## config.mk

```make
export PLATFORM = sky130hd
export DESIGN_NAME = sads_top
export DESIGN_NICKNAME = d
export VERILOG_FILES = /design/src/rtl/sads_pkg.sv /design/src/rtl/sads_decode.sv /design/src/rtl/sads_parity.sv /design/src/rtl/sads_top.sv
export SDC_FILE = /design/constraint.sdc
export NUM_CORES = 1
export LEC_CHECK = 0
export BUFFER_PORTS_ARGS = -buffer_cell sky130_fd_sc_hd__buf_2
export CORE_MARGIN = 4
export CORE_UTILIZATION = 60
export CTS_BUF_LIST = sky130_fd_sc_hd__clkbuf_4
export DETAILED_ROUTE_END_ITERATION = 6
export PLACE_DENSITY_LB_ADDON = 0.08
export SLEW_MARGIN = 30
export SYNTH_ARGS = -nofsm -noshare
export SYNTH_HDL_FRONTEND = slang
export SYNTH_SLANG_ARGS = --single-unit
```

## constraint.sdc

```tcl
create_clock -name core_clk_in -period 1.85 [get_ports core_clk_in]
set_input_delay 0.37 -clock core_clk_in [delete_from_list [all_inputs] [get_ports core_clk_in]]
set_output_delay 0.37 -clock core_clk_in [all_outputs]
set_load 0.01 [all_outputs]
```

## src/rtl/sads_pkg.sv

```systemverilog
// sads_pkg: constants and carrier types for the address decode and strobe block.
// assumes a 20-bit system address space and an 8-bit data bus with one parity bit.
package sads_pkg;
   localparam int ADDR_W = 20;
   localparam int DATA_W = 8;
   localparam logic [19:0] ROM_LOW_BASE = 20'hF0000;
   localparam logic [19:0] ROM_LOW_LAST = 20'hF7FFF;
   localparam logic [19:0] ROM_HIGH_BASE = 20'hF8000;
   localparam logic [19:0] ROM_HIGH_LAST = 20'hFFFFF;
   localparam logic [19:0] BANK0_BASE = 20'h00000;
   localparam logic [19:0] BANK0_LAST = 20'h3FFFF;
   localparam logic [19:0] BANK1_BASE = 20'h40000;
   localparam logic [19:0] BANK1_LAST = 20'h7FFFF;
   localparam logic [19:0] PRINTER_BASE = 20'h00378;
   localparam logic [19:0] PRINTER_LAST = 20'h0037F;
   // window of I/O ports that belong to this device itself
   localparam logic [19:0] OWN_IO_BASE = 20'h00000;
   localparam logic [19:0] OWN_IO_LAST = 20'h000FF;
   localparam logic [19:0] ADDR_RESET = 20'h00000;

   // one bus cycle request as seen by the decoder
   typedef struct packed {
      logic mem_read;
      logic mem_write;
      logic io_read;
      logic io_write;
      logic refresh;
   } sads_cmd_t;

   // decoded strobes, all active high inside the block
   typedef struct packed {
      logic rom_low_read_enable;
      logic rom_high_read_enable;
      logic common_row_strobe;
      logic bank0_row_select;
      logic bank1_row_select;
      logic printer_port_select;
      logic buffer_direction;
      logic buffer_output_enable;
   } sads_strobe_t;
endpackage : sads_pkg

```

## src/rtl/sads_decode.sv

```systemverilog
// sads_decode: combinational address decode of one bus cycle into strobes.
// assumes address and command are already registered on core_clk_in.
`timescale 1ns/1ps
module sads_decode (
   // cycle
   input wire logic [19:0] addr_in,
   input wire sads_pkg::sads_cmd_t cmd_in,
   input wire logic dma_cycle_in,
   // strobes
   output sads_pkg::sads_strobe_t strobe_out
);
   function automatic logic in_range(input logic [19:0] a, input logic [19:0] lo,
                                     input logic [19:0] hi);
      in_range = (a >= lo) && (a <= hi);
   endfunction : in_range

   logic mem_any;
   logic io_any;

   always_comb begin
      mem_any = cmd_in.mem_read | cmd_in.mem_write;
      io_any = cmd_in.io_read | cmd_in.io_write;
      strobe_out = '0;
      strobe_out.rom_low_read_enable = cmd_in.mem_read &&
         in_range(addr_in, sads_pkg::ROM_LOW_BASE, sads_pkg::ROM_LOW_LAST);
      strobe_out.rom_high_read_enable = cmd_in.mem_read &&
         in_range(addr_in, sads_pkg::ROM_HIGH_BASE, sads_pkg::ROM_HIGH_LAST);
      strobe_out.common_row_strobe = mem_any | cmd_in.refresh;
      strobe_out.bank0_row_select = cmd_in.refresh | (mem_any &&
         in_range(addr_in, sads_pkg::BANK0_BASE, sads_pkg::BANK0_LAST));
      strobe_out.bank1_row_select = cmd_in.refresh | (mem_any &&
         in_range(addr_in, sads_pkg::BANK1_BASE, sads_pkg::BANK1_LAST));
      strobe_out.printer_port_select = !dma_cycle_in && io_any &&
         in_range(addr_in, sads_pkg::PRINTER_BASE, sads_pkg::PRINTER_LAST);
      // outward when the device side drives the data bus: reads of memory or ports
      strobe_out.buffer_direction = cmd_in.mem_read | cmd_in.io_read;
      strobe_out.buffer_output_enable = !(!dma_cycle_in && cmd_in.io_read &&
         in_range(addr_in, sads_pkg::OWN_IO_BASE, sads_pkg::OWN_IO_LAST));
   end
endmodule : sads_decode

```

## src/rtl/sads_parity.sv

```systemverilog
// sads_parity: odd parity generator for the memory data byte.
// assumes write data is stable while the cycle is decoded.
`timescale 1ns/1ps
module sads_parity #(
   parameter int DATA_W = 8
) (
   // data
   input wire logic [DATA_W-1:0] data_in,
   // parity
   output logic parity_out
);
   always_comb begin
      parity_out = ~(^data_in);
   end
endmodule : sads_parity

```

## src/rtl/sads_top.sv

```systemverilog
// sads_top: address decode, dram row strobes, buffer control, dma ownership
// and system address drive for the system support logic.
// assumes all inputs except reset_in come from pins outside the clock domain and are synchronised here.
// Functional notes
// - drive the common row strobe on every memory access and every refresh.
// - select bank 0 rows for addresses 00000H..3FFFFH and during any refresh.
// - select bank 1 rows for addresses 40000H..7FFFFH and during any refresh.
// - drive buffer direction 1 for outward data and 0 for inward data.
// - keep the buffer enabled except while the processor reads the device's own ports.
// - select the printer controller on processor I/O accesses to 378H..37FH.
// - flag dma bus ownership for as long as the dma controller holds the bus.
// - drive the system address from the processor or, in dma cycles, the dma address.
// - generate memory parity internally and present it toward memory.
// - never check returned parity, so no parity error arises from it.
// - start no dma cycle while the processor bus lock is active.
`timescale 1ns/1ps
module sads_top #(
   parameter int ADDR_W = 20,
   parameter int DATA_W = 8
) (
   // clock and reset
   input wire logic core_clk_in,
   input wire logic reset_in,
   // processor cycle
   input wire logic [19:0] cpu_addr_in,
   input wire sads_pkg::sads_cmd_t cpu_cmd_in,
   input wire logic bus_lock_in,
   // dma controller
   input wire logic dma_request_in,
   input wire logic [19:0] dma_addr_in,
   input wire sads_pkg::sads_cmd_t dma_cmd_in,
   // memory data
   input wire logic [DATA_W-1:0] write_data_in,
   input wire logic parity_from_memory_in,
   // memory and rom strobes, active low on the pins
   output logic rom_low_read_enable_n_out,
   output logic rom_high_read_enable_n_out,
   output logic common_row_strobe_n_out,
   output logic bank0_row_select_n_out,
   output logic bank1_row_select_n_out,
   output logic bank2_row_select_n_out,
   // buffers and selects
   output logic buffer_direction_out,
   output logic buffer_output_enable_n_out,
   output logic printer_port_select_n_out,
   output logic memory_buffer_enable_n_out,
   output logic nmi_out,
   // bus ownership and address
   output logic dma_owns_bus_out,
   output logic [19:0] system_address_out,
   output logic parity_to_memory_out
);
   // two-flop synchronisers on every pin input except reset_in
   logic [19:0] cpu_addr_s1, cpu_addr_s2;
   logic [19:0] dma_addr_s1, dma_addr_s2;
   sads_pkg::sads_cmd_t cpu_cmd_s1, cpu_cmd_s2, dma_cmd_s1, dma_cmd_s2;
   logic lock_s1, lock_s2, dreq_s1, dreq_s2;
   logic [DATA_W-1:0] wdata_s1, wdata_s2;
   logic par_s1, par_s2;

   always_ff @(posedge core_clk_in) begin
      if (reset_in) begin
         cpu_addr_s1 <= '0;
         cpu_addr_s2 <= '0;
         dma_addr_s1 <= '0;
         dma_addr_s2 <= '0;
         cpu_cmd_s1 <= '0;
         cpu_cmd_s2 <= '0;
         dma_cmd_s1 <= '0;
         dma_cmd_s2 <= '0;
         lock_s1 <= 1'b0;
         lock_s2 <= 1'b0;
         dreq_s1 <= 1'b0;
         dreq_s2 <= 1'b0;
         wdata_s1 <= '0;
         wdata_s2 <= '0;
         par_s1 <= 1'b0;
         par_s2 <= 1'b0;
      end else begin
         cpu_addr_s1 <= cpu_addr_in;
         cpu_addr_s2 <= cpu_addr_s1;
         dma_addr_s1 <= dma_addr_in;
         dma_addr_s2 <= dma_addr_s1;
         cpu_cmd_s1 <= cpu_cmd_in;
         cpu_cmd_s2 <= cpu_cmd_s1;
         dma_cmd_s1 <= dma_cmd_in;
         dma_cmd_s2 <= dma_cmd_s1;
         lock_s1 <= bus_lock_in;
         lock_s2 <= lock_s1;
         dreq_s1 <= dma_request_in;
         dreq_s2 <= dreq_s1;
         wdata_s1 <= write_data_in;
         wdata_s2 <= wdata_s1;
         // returned parity is captured for the record but never compared
         par_s1 <= parity_from_memory_in;
         par_s2 <= par_s1;
      end
   end

   // bus ownership: processor holds the bus unless dma has been granted
   typedef enum logic [1:0] {SADS_CPU, SADS_DMA} sads_owner_t;
   sads_owner_t owner, next_owner;

   always_comb begin
      next_owner = owner;
      case (owner)
         SADS_CPU: begin
            // a locked processor sequence bars the dma from taking the bus
            if (dreq_s2 && !lock_s2) begin
               next_owner = SADS_DMA;
            end
         end
         SADS_DMA: begin
            if (!dreq_s2) begin
               next_owner = SADS_CPU;
            end
         end
         default: next_owner = SADS_CPU;
      endcase
   end

   always_ff @(posedge core_clk_in) begin
      if (reset_in) begin
         owner <= SADS_CPU;
      end else begin
         owner <= next_owner;
      end
   end

   // cycle selection; a processor command seen during dma is ignored
   logic dma_cycle;
   logic [19:0] cyc_addr;
   sads_pkg::sads_cmd_t cyc_cmd;
   sads_pkg::sads_strobe_t strobe;
   logic parity_bit;

   always_comb begin
      dma_cycle = (owner == SADS_DMA);
      cyc_addr = dma_cycle ? dma_addr_s2 : cpu_addr_s2;
      cyc_cmd = dma_cycle ? dma_cmd_s2 : cpu_cmd_s2;
   end

   sads_decode u_decode (
      .addr_in(cyc_addr),
      .cmd_in(cyc_cmd),
      .dma_cycle_in(dma_cycle),
      .strobe_out(strobe)
   );

   sads_parity #(.DATA_W(DATA_W)) u_parity (
      .data_in(wdata_s2),
      .parity_out(parity_bit)
   );

   // registered outputs; the pins are the flops themselves, so no gate follows them
   sads_pkg::sads_strobe_t next_strobe_q;
   logic next_dma_owns;
   logic [19:0] next_sys_addr;
   logic next_parity_q;

   always_comb begin
      next_strobe_q = strobe;
      next_dma_owns = dma_cycle;
      next_sys_addr = cyc_addr;
      next_parity_q = parity_bit;
   end

   always_ff @(posedge core_clk_in) begin
      if (reset_in) begin
         rom_low_read_enable_n_out <= 1'b1;
         rom_high_read_enable_n_out <= 1'b1;
         common_row_strobe_n_out <= 1'b1;
         bank0_row_select_n_out <= 1'b1;
         bank1_row_select_n_out <= 1'b1;
         buffer_direction_out <= 1'b0;
         buffer_output_enable_n_out <= 1'b0;
         printer_port_select_n_out <= 1'b1;
         dma_owns_bus_out <= 1'b0;
         system_address_out <= sads_pkg::ADDR_RESET;
         parity_to_memory_out <= 1'b0;
      end else begin
         rom_low_read_enable_n_out <= ~next_strobe_q.rom_low_read_enable;
         rom_high_read_enable_n_out <= ~next_strobe_q.rom_high_read_enable;
         common_row_strobe_n_out <= ~next_strobe_q.common_row_strobe;
         bank0_row_select_n_out <= ~next_strobe_q.bank0_row_select;
         bank1_row_select_n_out <= ~next_strobe_q.bank1_row_select;
         buffer_direction_out <= next_strobe_q.buffer_direction;
         buffer_output_enable_n_out <= ~next_strobe_q.buffer_output_enable;
         printer_port_select_n_out <= ~next_strobe_q.printer_port_select;
         dma_owns_bus_out <= next_dma_owns;
         system_address_out <= next_sys_addr;
         parity_to_memory_out <= next_parity_q;
      end
   end

   // unused outputs held at their inactive level, still from flops
   always_ff @(posedge core_clk_in) begin
      bank2_row_select_n_out <= 1'b1;
      memory_buffer_enable_n_out <= 1'b1;
      nmi_out <= 1'b0;
   end

   // helper: registered copy of the decode inputs for one-cycle checks
   sads_pkg::sads_cmd_t cmd_d;
   logic [19:0] addr_d;
   logic dma_d;
   always_ff @(posedge core_clk_in) begin
      if (reset_in) begin
         cmd_d <= '0;
         addr_d <= '0;
         dma_d <= 1'b0;
      end else begin
         cmd_d <= cyc_cmd;
         addr_d <= cyc_addr;
         dma_d <= dma_cycle;
      end
   end
endmodule : sads_top

```

After elaboration in Yosys (flattened, before gate mapping)
Cells that the tools add are included.

storage, ports and cells
  output and inout port bits = 33
  logic and storage cells = 94
  input port bits = 63
  flip-flop bits (word level) = 152

cells by class
  bitwise logic cells = 13
  equality and inequality tests = 3
  reductions and logical operators = 20
  $lt $le $gt $ge = 11
  mux-type cells = 5

operator list
  cell                  count
  $ge 20x20->1 const B  2
  $le 20x20->1 const B  2
  $ge 20x1->1 const B   1
  $ge 20x10->1 const B  1
  $ge 20x19->1 const B  1
  $le 20x10->1 const B  1
  $le 20x18->1 const B  1
  $le 20x19->1 const B  1
  $le 20x8->1 const B   1
  $mux 20               1
  $logic_and 1x1->1     15
  $reduce_xor 8->1      1
  $not 1->1             7
  $or 1x1->1            6
  $mux 5                1
  $mux 2                2
  $ne 2x2->1 const B    2
  $pmux 2 s2            1
  $eq 2x1->1 const B    1
  $logic_not 1->1       2
  $logic_not 2->1       1
  $reduce_and 2->1      1

Logic depth before layout (Yosys ltp)
Gate-level depths: netlist of the first run.

  depth after elaboration = 7
  depth in mapped cells = 5
  depth with buffers taken out = 4

Hierarchy
From an unflattened synthesis of the first run, not the netlist that was laid out.

second synthesis, totals
  cell total of the unflattened synthesis = 378
  area, all modules = 4742.0 µm²

modules (own cells, without submodules)
  module       area an instance (µm²)  seq. area each (µm²)  times used  cells an instance
  sads_top     4550.6                  3022.9                1           352
  sads_decode  130.1                   0.0                   1           19
  sads_parity  61.3                    0.0                   1           7

Worst setup path after synthesis of the first run
Ideal clock, no wire load.

  path type = input -> register
  start point = input port reset_in
  end point = register buffer_output_enable_n_out
  setup slack = 0.661 ns
  arrival time = 1.116 ns
  required time = 1.777 ns
  library setup time = 0.073 ns
  stages = 3
  path buffers = 1
  path through = buf_6 > or4b_1 > nor3b_2

RTL lines
  item                  RTL line         text
  from (decl)           sads_top.sv:23   input wire logic reset_in,
  to (signal assigned)  sads_top.sv:188  buffer_output_enable_n_out <= ~next_strobe_q.buffer_output_enable;
  to (decl)             sads_top.sv:44   output logic buffer_output_enable_n_out,

Worst setup path in the final report of the first run
  start point = register owner[0]
  end point = register buffer_output_enable_n_out

between the ends
  longest elaborated chain between the ends = 5
  elaborated cells between the ends (all ways) = 9
  those cells by class = order compare: 2; eq/ne: 1; mux: 2; reduce/logical: 4

ends and longest elaborated chain
  item                                        RTL line           text
  from (decl)                                 sads_top.sv:102    sads_owner_t owner, next_owner;
  from (signal assigned)                      sads_top.sv:126    owner <= next_owner;
  $eq 2x1->1 (*)                              sads_top.sv:138    dma_cycle = (owner == SADS_DMA);
  $mux 20                                     sads_top.sv:139    cyc_addr = dma_cycle ? dma_addr_s2 : cpu_addr_s2;
  $ge 20x1->1 or $le 20x8->1 (tied branches)  sads_decode.sv:14  in_range = (a >= lo) && (a <= hi);
  $logic_and 1x1->1                           sads_decode.sv:14
  $logic_and 1x1->1 (*)                       sads_decode.sv:37  strobe_out.buffer_output_enable = !(!dma_cycle_in && cmd_in.io_read &&

Mark *: on every way between the ends. The rest lies on a longest branch, timed or not.
A chain may end at the register's enable or synchronous reset.

==> reports/results.tsv, run 1 <==
stage	metric	value	unit
outcome	run_status	completed	
sta	finalHoldViolations	0	
global_routing	met3_usage	6.330	%
run	drv_cap	0	
clock_network	cts_root_buf	clkbuf_4	
synth	synth_area_leaders	dfxtp_1 (67%), nor2b_1 (17%), mux2i_1 (4.0%)	
worst_setup_path	required	2.27	ns
placement	place_congestion	0.7382	
worst_setup_path	arrival	1.91	ns
sta	clock_skew	0.01733	ns
global_routing	grt_max_degree	104	
clock_network	cts_resized	0	
worst_setup_path	worst_path_largest_cell_delay	0.71	ns
synth	synth_edf_count	0	
floorplanning	dieArea	8896	sq um
floorplanning	start_util	61.64	%
synth	synth_area	4471	sq um
clock_network	clk_pin_slew	0.12	ns
global_routing	met1_usage	19.24	%
synth	syn_inst	388	
clock_network	cts_setup_buffers	0	
worst_setup_path	crit_slowest_cell	dfxtp_2	
floorplanning	num_io_pins	96	
synth	synth_cell_types	31	
sta	rsz0062_at_grt	no	
global_routing	antenna_found_initial	0	
layout	drive_above_1_share	26.17	%
drt	num_vias	2653	
sta	setup_viol	0	
clock_network	cts_made_buffers	17	
worst_setup_path	critical_path_class	flip-flop to flip-flop	
placement	place_area	4970	sq um
global_routing	grt_first_pass_wirelength	10850	microns
worst_setup_path	crit_path_end_kind	flip-flop	
clock_network	cts_tree	done	
sta	fmax	673.8	MHz
drt	drt_iter0_markers	57	
synth	synth_top_area_share	66.72	%
layout	fin_nets	543	
clock_network	clock_sinks	149	
clock_network	clk_latency	0.49	ns
sta	holdWs	0.07154	ns
drt	vias_per_cell	4.481	
global_routing	grt_use_met2	26.60	%
clock_network	htree_levels	4	
synth	yosys_most_used_dff	dfxtp_1	
worst_setup_path	worst-path-max-fanout	25	
sta	fin_setup_tns	0	ns
synth	synth_top_area_cell	dfxtp_1	
placement	port_buffers	90	
synth	seq_area_frac_synth	66.72	%
layout	num_antenna_cells	0	
power	power.density	1093	nW/um^2
sta	worst_pin_slew	0.5767	ns
sta	slew_violations	0	
global_routing	top_usage_layer	met2	
worst_hold_path	min_path_cells	2	
sta	fin_crit	1.484	ns
worst_hold_path	min_path_type	input port to flip-flop	
layout	fin_area	5278	sq um
floorplanning	die_h	94.32	microns
global_routing	track_usage	16.21	%
global_routing	overflow	0	
layout	syn_to_final_growth	18.05	%
floorplanning	die-width	94.32	microns
drt	ant_nets	0	
synth	postSynthRegisterBits	149	
power	peakVddDrop	0.7466	mV
placement	dpl.hpwl	4574	microns
sta	slew_headroom	61.55	%
drt	wl	6764	microns
synth	synthArstFlopShare	0	%
synth	yosysMostFrequentCell	dfxtp_1	
global_routing	grt_pass1_vias	2434	
clock_network	cts-hold-fix-buffers	0	
power	p_leak	2.232	nW
drt	wl_per_cell	11.43	microns
drt	drc	0	
floorplanning	core_area	7253	sq um
synth	yosys-top-cells-count	dfxtp_1 (149), nor2b_1 (122), nor2_1 (27)	
synth	syn_avg_cell_area	11.52	sq um
floorplanning	rows	31	
worst_setup_path	cp-start-kind	flip-flop	
clock_network	cts_buffer_depth	2	
worst_setup_path	worstPathCellList	a21oi_1, a211oi_2, nor3b_2	
synth	yosys_warnings	0	
worst_setup_path	rr_worst_depth	3	
sta	min_period_over_period	80.23	%
drt	dr.pass1.iters	4	
## critical path: cells and delay by family (launching register included)
family / cells / cell delay (ns)
compound gates: 2 / 0.51
flops: 1 / 0.71
simple gates: 1 / 0.19
## metal layers
metal | part of all wire [%] | wire, microns
met2 | 49 | 3281
met1 | 44 | 2980
met3 | 6.5 | 443
met4 | 0.87 | 59
met5 | 0 | 0
## placed cells by master (no fill, tap or decap), types with 3 or more instances in the layout
| master | count |
|---|---|
| nor2_1 | 27 |
| nor2b_1 | 122 |
| xnor2_1 | 6 |
| clkinv_4 | 6 |
| a21oi_1 | 4 |
| nor3_1 | 5 |
| buf_2 | 89 |
| nand2_1 | 6 |
| mux2i_1 | 18 |
| nor4_1 | 3 |
| buf_4 | 5 |
| bufinv_16 | 3 |
| dfxtp_1 | 148 |
| clkbuf_4 | 17 |
| nand3_1 | 3 |
| conb_1 | 3 |
## cell type report
| class | instances | area [sq um] |
|---|---|---|
| well taps | 99 | 123.9 |
| repair buffers | 95 | 503.0 |
| clock inverters | 15 | 180.2 |
| fillers | 535 | 1976 |
| inverters | 2 | 7.507 |
| clock buffers | 17 | 127.6 |
| flip-flops and latches | 149 | 2984 |
| multi-input cells | 215 | 1351 |
## state kept, by name (all words and copies together) (netlist names), 4 cells and up
name,flops
dma_cmd_s1,4
dma_addr_s2,20
dma_cmd_s2,4
wdata_s2,8
cpu_addr_s2,20
system_address_out,20
wdata_s1,8
cpu_addr_s1,20
dma_addr_s1,20
cpu_cmd_s2,5
cpu_cmd_s1,5
## report_power, final
part           internal [mW]  switching [mW]
registers               3.35          0.0479
logic                  0.169           0.143
clock network          0.950            1.11
## per-stage QoR
stage,std cells,total power [mW],util [%],setup slack (ns)
finish,592,5.766,72.76,0.3658
CTS,592,5.822,72.76,0.3447
global placement,560,3.779,68.52,0.3747
floorplan,389,3.669,-,0.6611
detailed placement,560,3.788,68.52,0.3540
global route,592,6.016,72.76,0.2195
## cells by family after synthesis
| kind of cell | synth area share [%] |
|---|---|
| AOI/OAI and AO/OA | 1.791 |
| xor gates and xnor gates | 1.371 |
| buffers and inverters | 3.135 |
| DFF | 66.72 |
| muxes | 4.030 |
| other | 0.1680 |
| and+or+nand+nor | 22.78 |
## path summary, 6_finish.rpt
check	from	endpoint	slack, ns
setup reg to reg	owner[0]$_SDFFE_PP0P_	buffer_output_enable_n_out$_SDFF_PP0_	0.37
hold reg to reg	cpu_addr_s1[18]$_SDFF_PP0_	cpu_addr_s2[18]$_SDFF_PP0_	0.44
setup / recovery	owner[0]$_SDFFE_PP0P_	buffer_output_enable_n_out$_SDFF_PP0_	0.37
hold / removal	dma_addr_in[3]	dma_addr_s1[3]$_SDFF_PP0_	0.07
Note: power is estimated with default switching activity, not from simulation.
==> run 2, diff against run 1 <==
CORE_UTILIZATION = 50   (was 60)
clock period = 1.3 ns   (was 1.85 ns; I/O delays follow)
==> run 2 against run 1 <==
Effect of this change: critical path type is now flip-flop to output port; highest routed layer unchanged; clock power rose by 26%; clock skew rose by 0.0037 ns; sequential power rose by 42%; hold slack gained 0.37 ns; global-route usage up 0.13 points; via count rose by 12%; power grew 40%; sequential share of layout area down 7.0 points; cell count is 13% higher; non-clock buffer count rose by 67; die area grew 18%; flip-flop and latch count unchanged.
==> reports/results.tsv, run 2 (synthesized netlist as in run 1, its figures left out) <==
stage	metric	value	unit	change
outcome	run_status	completed		unchanged
global_routing	grt_first_pass_wirelength	12920	microns	was 10,850 microns
floorplanning	dieArea	10520	sq um	was 8896 sq um
power	finalPower	8.077	mW	was 5.766 mW
clock_network	cts_tree	done		unchanged
floorplanning	num_io_pins	96		unchanged
floorplanning	rows	34		was 31
worst_setup_path	crit_start	system_address_out[9]$_SDFF_PP0_		was owner[0]$_SDFFE_PP0P_
power	power.density	1331	nW/um^2	was 1093 nW/um^2
worst_hold_path	min_path_cells	1		was 2
sta	min_period_over_period	94.87	%	
drt	wl_per_cell	12.10	microns	was 11.43 microns
global_routing	top_usage_layer	met2		unchanged
worst_setup_path	rr_worst_depth	4		was 3
sta	slew_violations	0		unchanged
worst_hold_path	min_path_type	flip-flop to flip-flop		was input port to flip-flop
floorplanning	die-width	102.6	microns	was 94.32 microns
layout	drive_above_1_share	27.68	%	was 26.17%
global_routing	met3_usage	6.834	%	was 6.330%
clock_network	cts_setup_buffers	0		unchanged
layout	final_cell_mix	dfxtp_1 (131), nor2b_1 (122), buf_2 (74)		was dfxtp_1 (148), nor2b_1 (122), buf_2 (89)
drt	wl	8086	microns	was 6764 microns
worst_setup_path	cp-start-kind	flip-flop		unchanged
drt	dr.pass1.iters	4		unchanged
clock_network	clk_latency	0.52	ns	was 0.49 ns
worst_setup_path	worst_path_largest_cell_delay	0.35	ns	was 0.71 ns
worst_setup_path	r2r_slack	0.07	ns	was 0.37 ns
layout	syn_to_final_growth	35.74	%	was 18.05%
worst_setup_path	critical_path_class	flip-flop to output port		was flip-flop to flip-flop
global_routing	track_usage	16.35	%	was 16.21%
floorplanning	core_area	8721	sq um	was 7253 sq um
worst_setup_path	path_delay_family	flip-flops		unchanged
worst_setup_path	worst-path-max-fanout	1		was 25
worst_setup_path	cp_num_buf_inv	1		was 0
sta	clock_skew	0.02101	ns	was 0.01733 ns
worst_setup_path	worstPathCellList	buf_6		was a21oi_1, a211oi_2, nor3b_2
layout	utilization	69.58	%	was 72.76%
placement	dp.cells	576		was 560
floorplanning	die_h	102.6	microns	was 94.32 microns
drt	drt_iter0_markers	58		was 57
clock_network	cts_buffer_depth	2		unchanged
worst_setup_path	arrival	0.97	ns	was 1.91 ns
global_routing	overflow	0		unchanged
worst_setup_path	path_depth	1		was 3
global_routing	grt_use_met2	26.07	%	was 26.60%
sta	fin_crit	1.233	ns	
worst_hold_path	hold_start	cpu_addr_s1[0]$_SDFF_PP0_		was dma_addr_in[3]
layout	num_antenna_cells	0		unchanged
layout	fin_area	6068	sq um	was 5278 sq um
clock_network	clock_sinks	149		unchanged
run	drv_cap	0		unchanged
layout	fin_cells	668		was 592
worst_setup_path	crit_slowest_cell	dfxtp_2		unchanged
sta	fmax	810.8	MHz	
drt	ant_nets	0		unchanged
drt	drc	0		unchanged
global_routing	antenna_found_initial	0		unchanged
power	peakVddDrop	0.8663	mV	was 0.7466 mV
power	p_leak	2.534	nW	was 2.232 nW
placement	dpl.hpwl	4931	microns	was 4574 microns
placement	place_area	5071	sq um	was 4970 sq um
clock_network	clk_pin_slew	0.13	ns	was 0.12 ns
worst_setup_path	crit_path_end_kind	output port		was flip-flop
sta	finalHoldViolations	0		unchanged
worst_setup_path	required	1.04	ns	was 2.27 ns
clock_network	htree_levels	4		unchanged
sta	setup_viol	0		unchanged
layout	fin_nets	610		was 543
drt	vias_per_cell	4.437		was 4.481
drt	num_vias	2964		was 2,653
worst_setup_path	rr_startpoint	dma_addr_s2[12]$_SDFF_PP0_		was owner[0]$_SDFFE_PP0P_
clock_network	cts_root_buf	clkbuf_4		unchanged
global_routing	grt_max_degree	64		was 104
placement	place_congestion	0.8209		was 0.7382
placement	port_buffers	90		unchanged
layout	final_common_cell	dfxtp_1		unchanged
clock_network	cts_made_buffers	17		unchanged
global_routing	grt_pass1_vias	2893		was 2,434
sta	holdWs	0.4419	ns	was 0.07154 ns
global_routing	met1_usage	19.38	%	was 19.24%
sta	rsz0062_at_grt	yes		was no
floorplanning	start_util	51.26	%	was 61.64%
layout	fillCellCount	646		was 535
==> run 2: cell types whose count changed in the layout (fill, tap and decap cells not counted), sizes merged <==
cell,change
inv,+3
buf,+7
clkbuf,+1
bufinv,-2
dlygate4sd3,+60
clkinvlp,+1
clkinv,-3
==> run 2: area by class of cell <==
class | instances | area (sq um) | area share [%]
sequential | 149 | 3008 | 49.57
multi-input combinational | 215 | 1369 | 22.56
timing repair buffer | 162 | 1287 | 21.22
clock buffer | 18 | 135.1 | 2.227
tap | 108 | 135.1 | 2.227
clock inverter | 14 | 126.4 | 2.082
inverter | 2 | 7.507 | 0.1237
==> run 2: per-layer routing <==
| layer | up-vias | share of wire (%) |
|---|---|---|
| li1 | 1534 | - |
| met4 | 0 | 1.7 |
| met3 | 12 | 6.5 |
| met1 | 1330 | 42 |
| met5 | - | 0 |
| met2 | 88 | 49 |
==> run 2: worst paths after layout <==
check	end
setup / recovery	system_address_out[9]
hold / removal	cpu_addr_s2[0]$_SDFF_PP0_
setup reg to reg	buffer_output_enable_n_out$_SDFF_PP0_
hold reg to reg	cpu_addr_s2[0]$_SDFF_PP0_
==> run 2: metrics by stage <==
| step | TNS (ns) | setup WS (ns) |
|---|---|---|
| 5_1_grt | -0.2897 | -0.02838 |
| 3_3_place_gp | 0 | 0.07497 |
| 2_1_floorplan | 0 | 0.1905 |
| 4_1_cts | 0 | 0.003126 |
| 6_report | 0 | 0.06667 |
| 3_5_place_dp | 0 | 0.03368 |
==> run 2: repair_timing <==
| item | CTS | global route |
|---|---|---|
| hold endpoints to repair | 59 | 2 |
| hold buffers | 59 | 1 |
| resized for setup | 4 | 32 |
| pin swaps | 0 | 3 |
| endpoints found under the setup margin | 2 | 28 |
==> run 2: report_power, final <==
| group | switching, mW | leakage, nW | internal (mW) |
|---|---|---|---|
| clock network | 1.60 | 0.142 | 0.993 |
| registers | 0.0699 | 1.23 | 4.77 |
| logic | 0.246 | 1.16 | 0.396 |
| total | 1.92 | 2.53 | 6.16 |
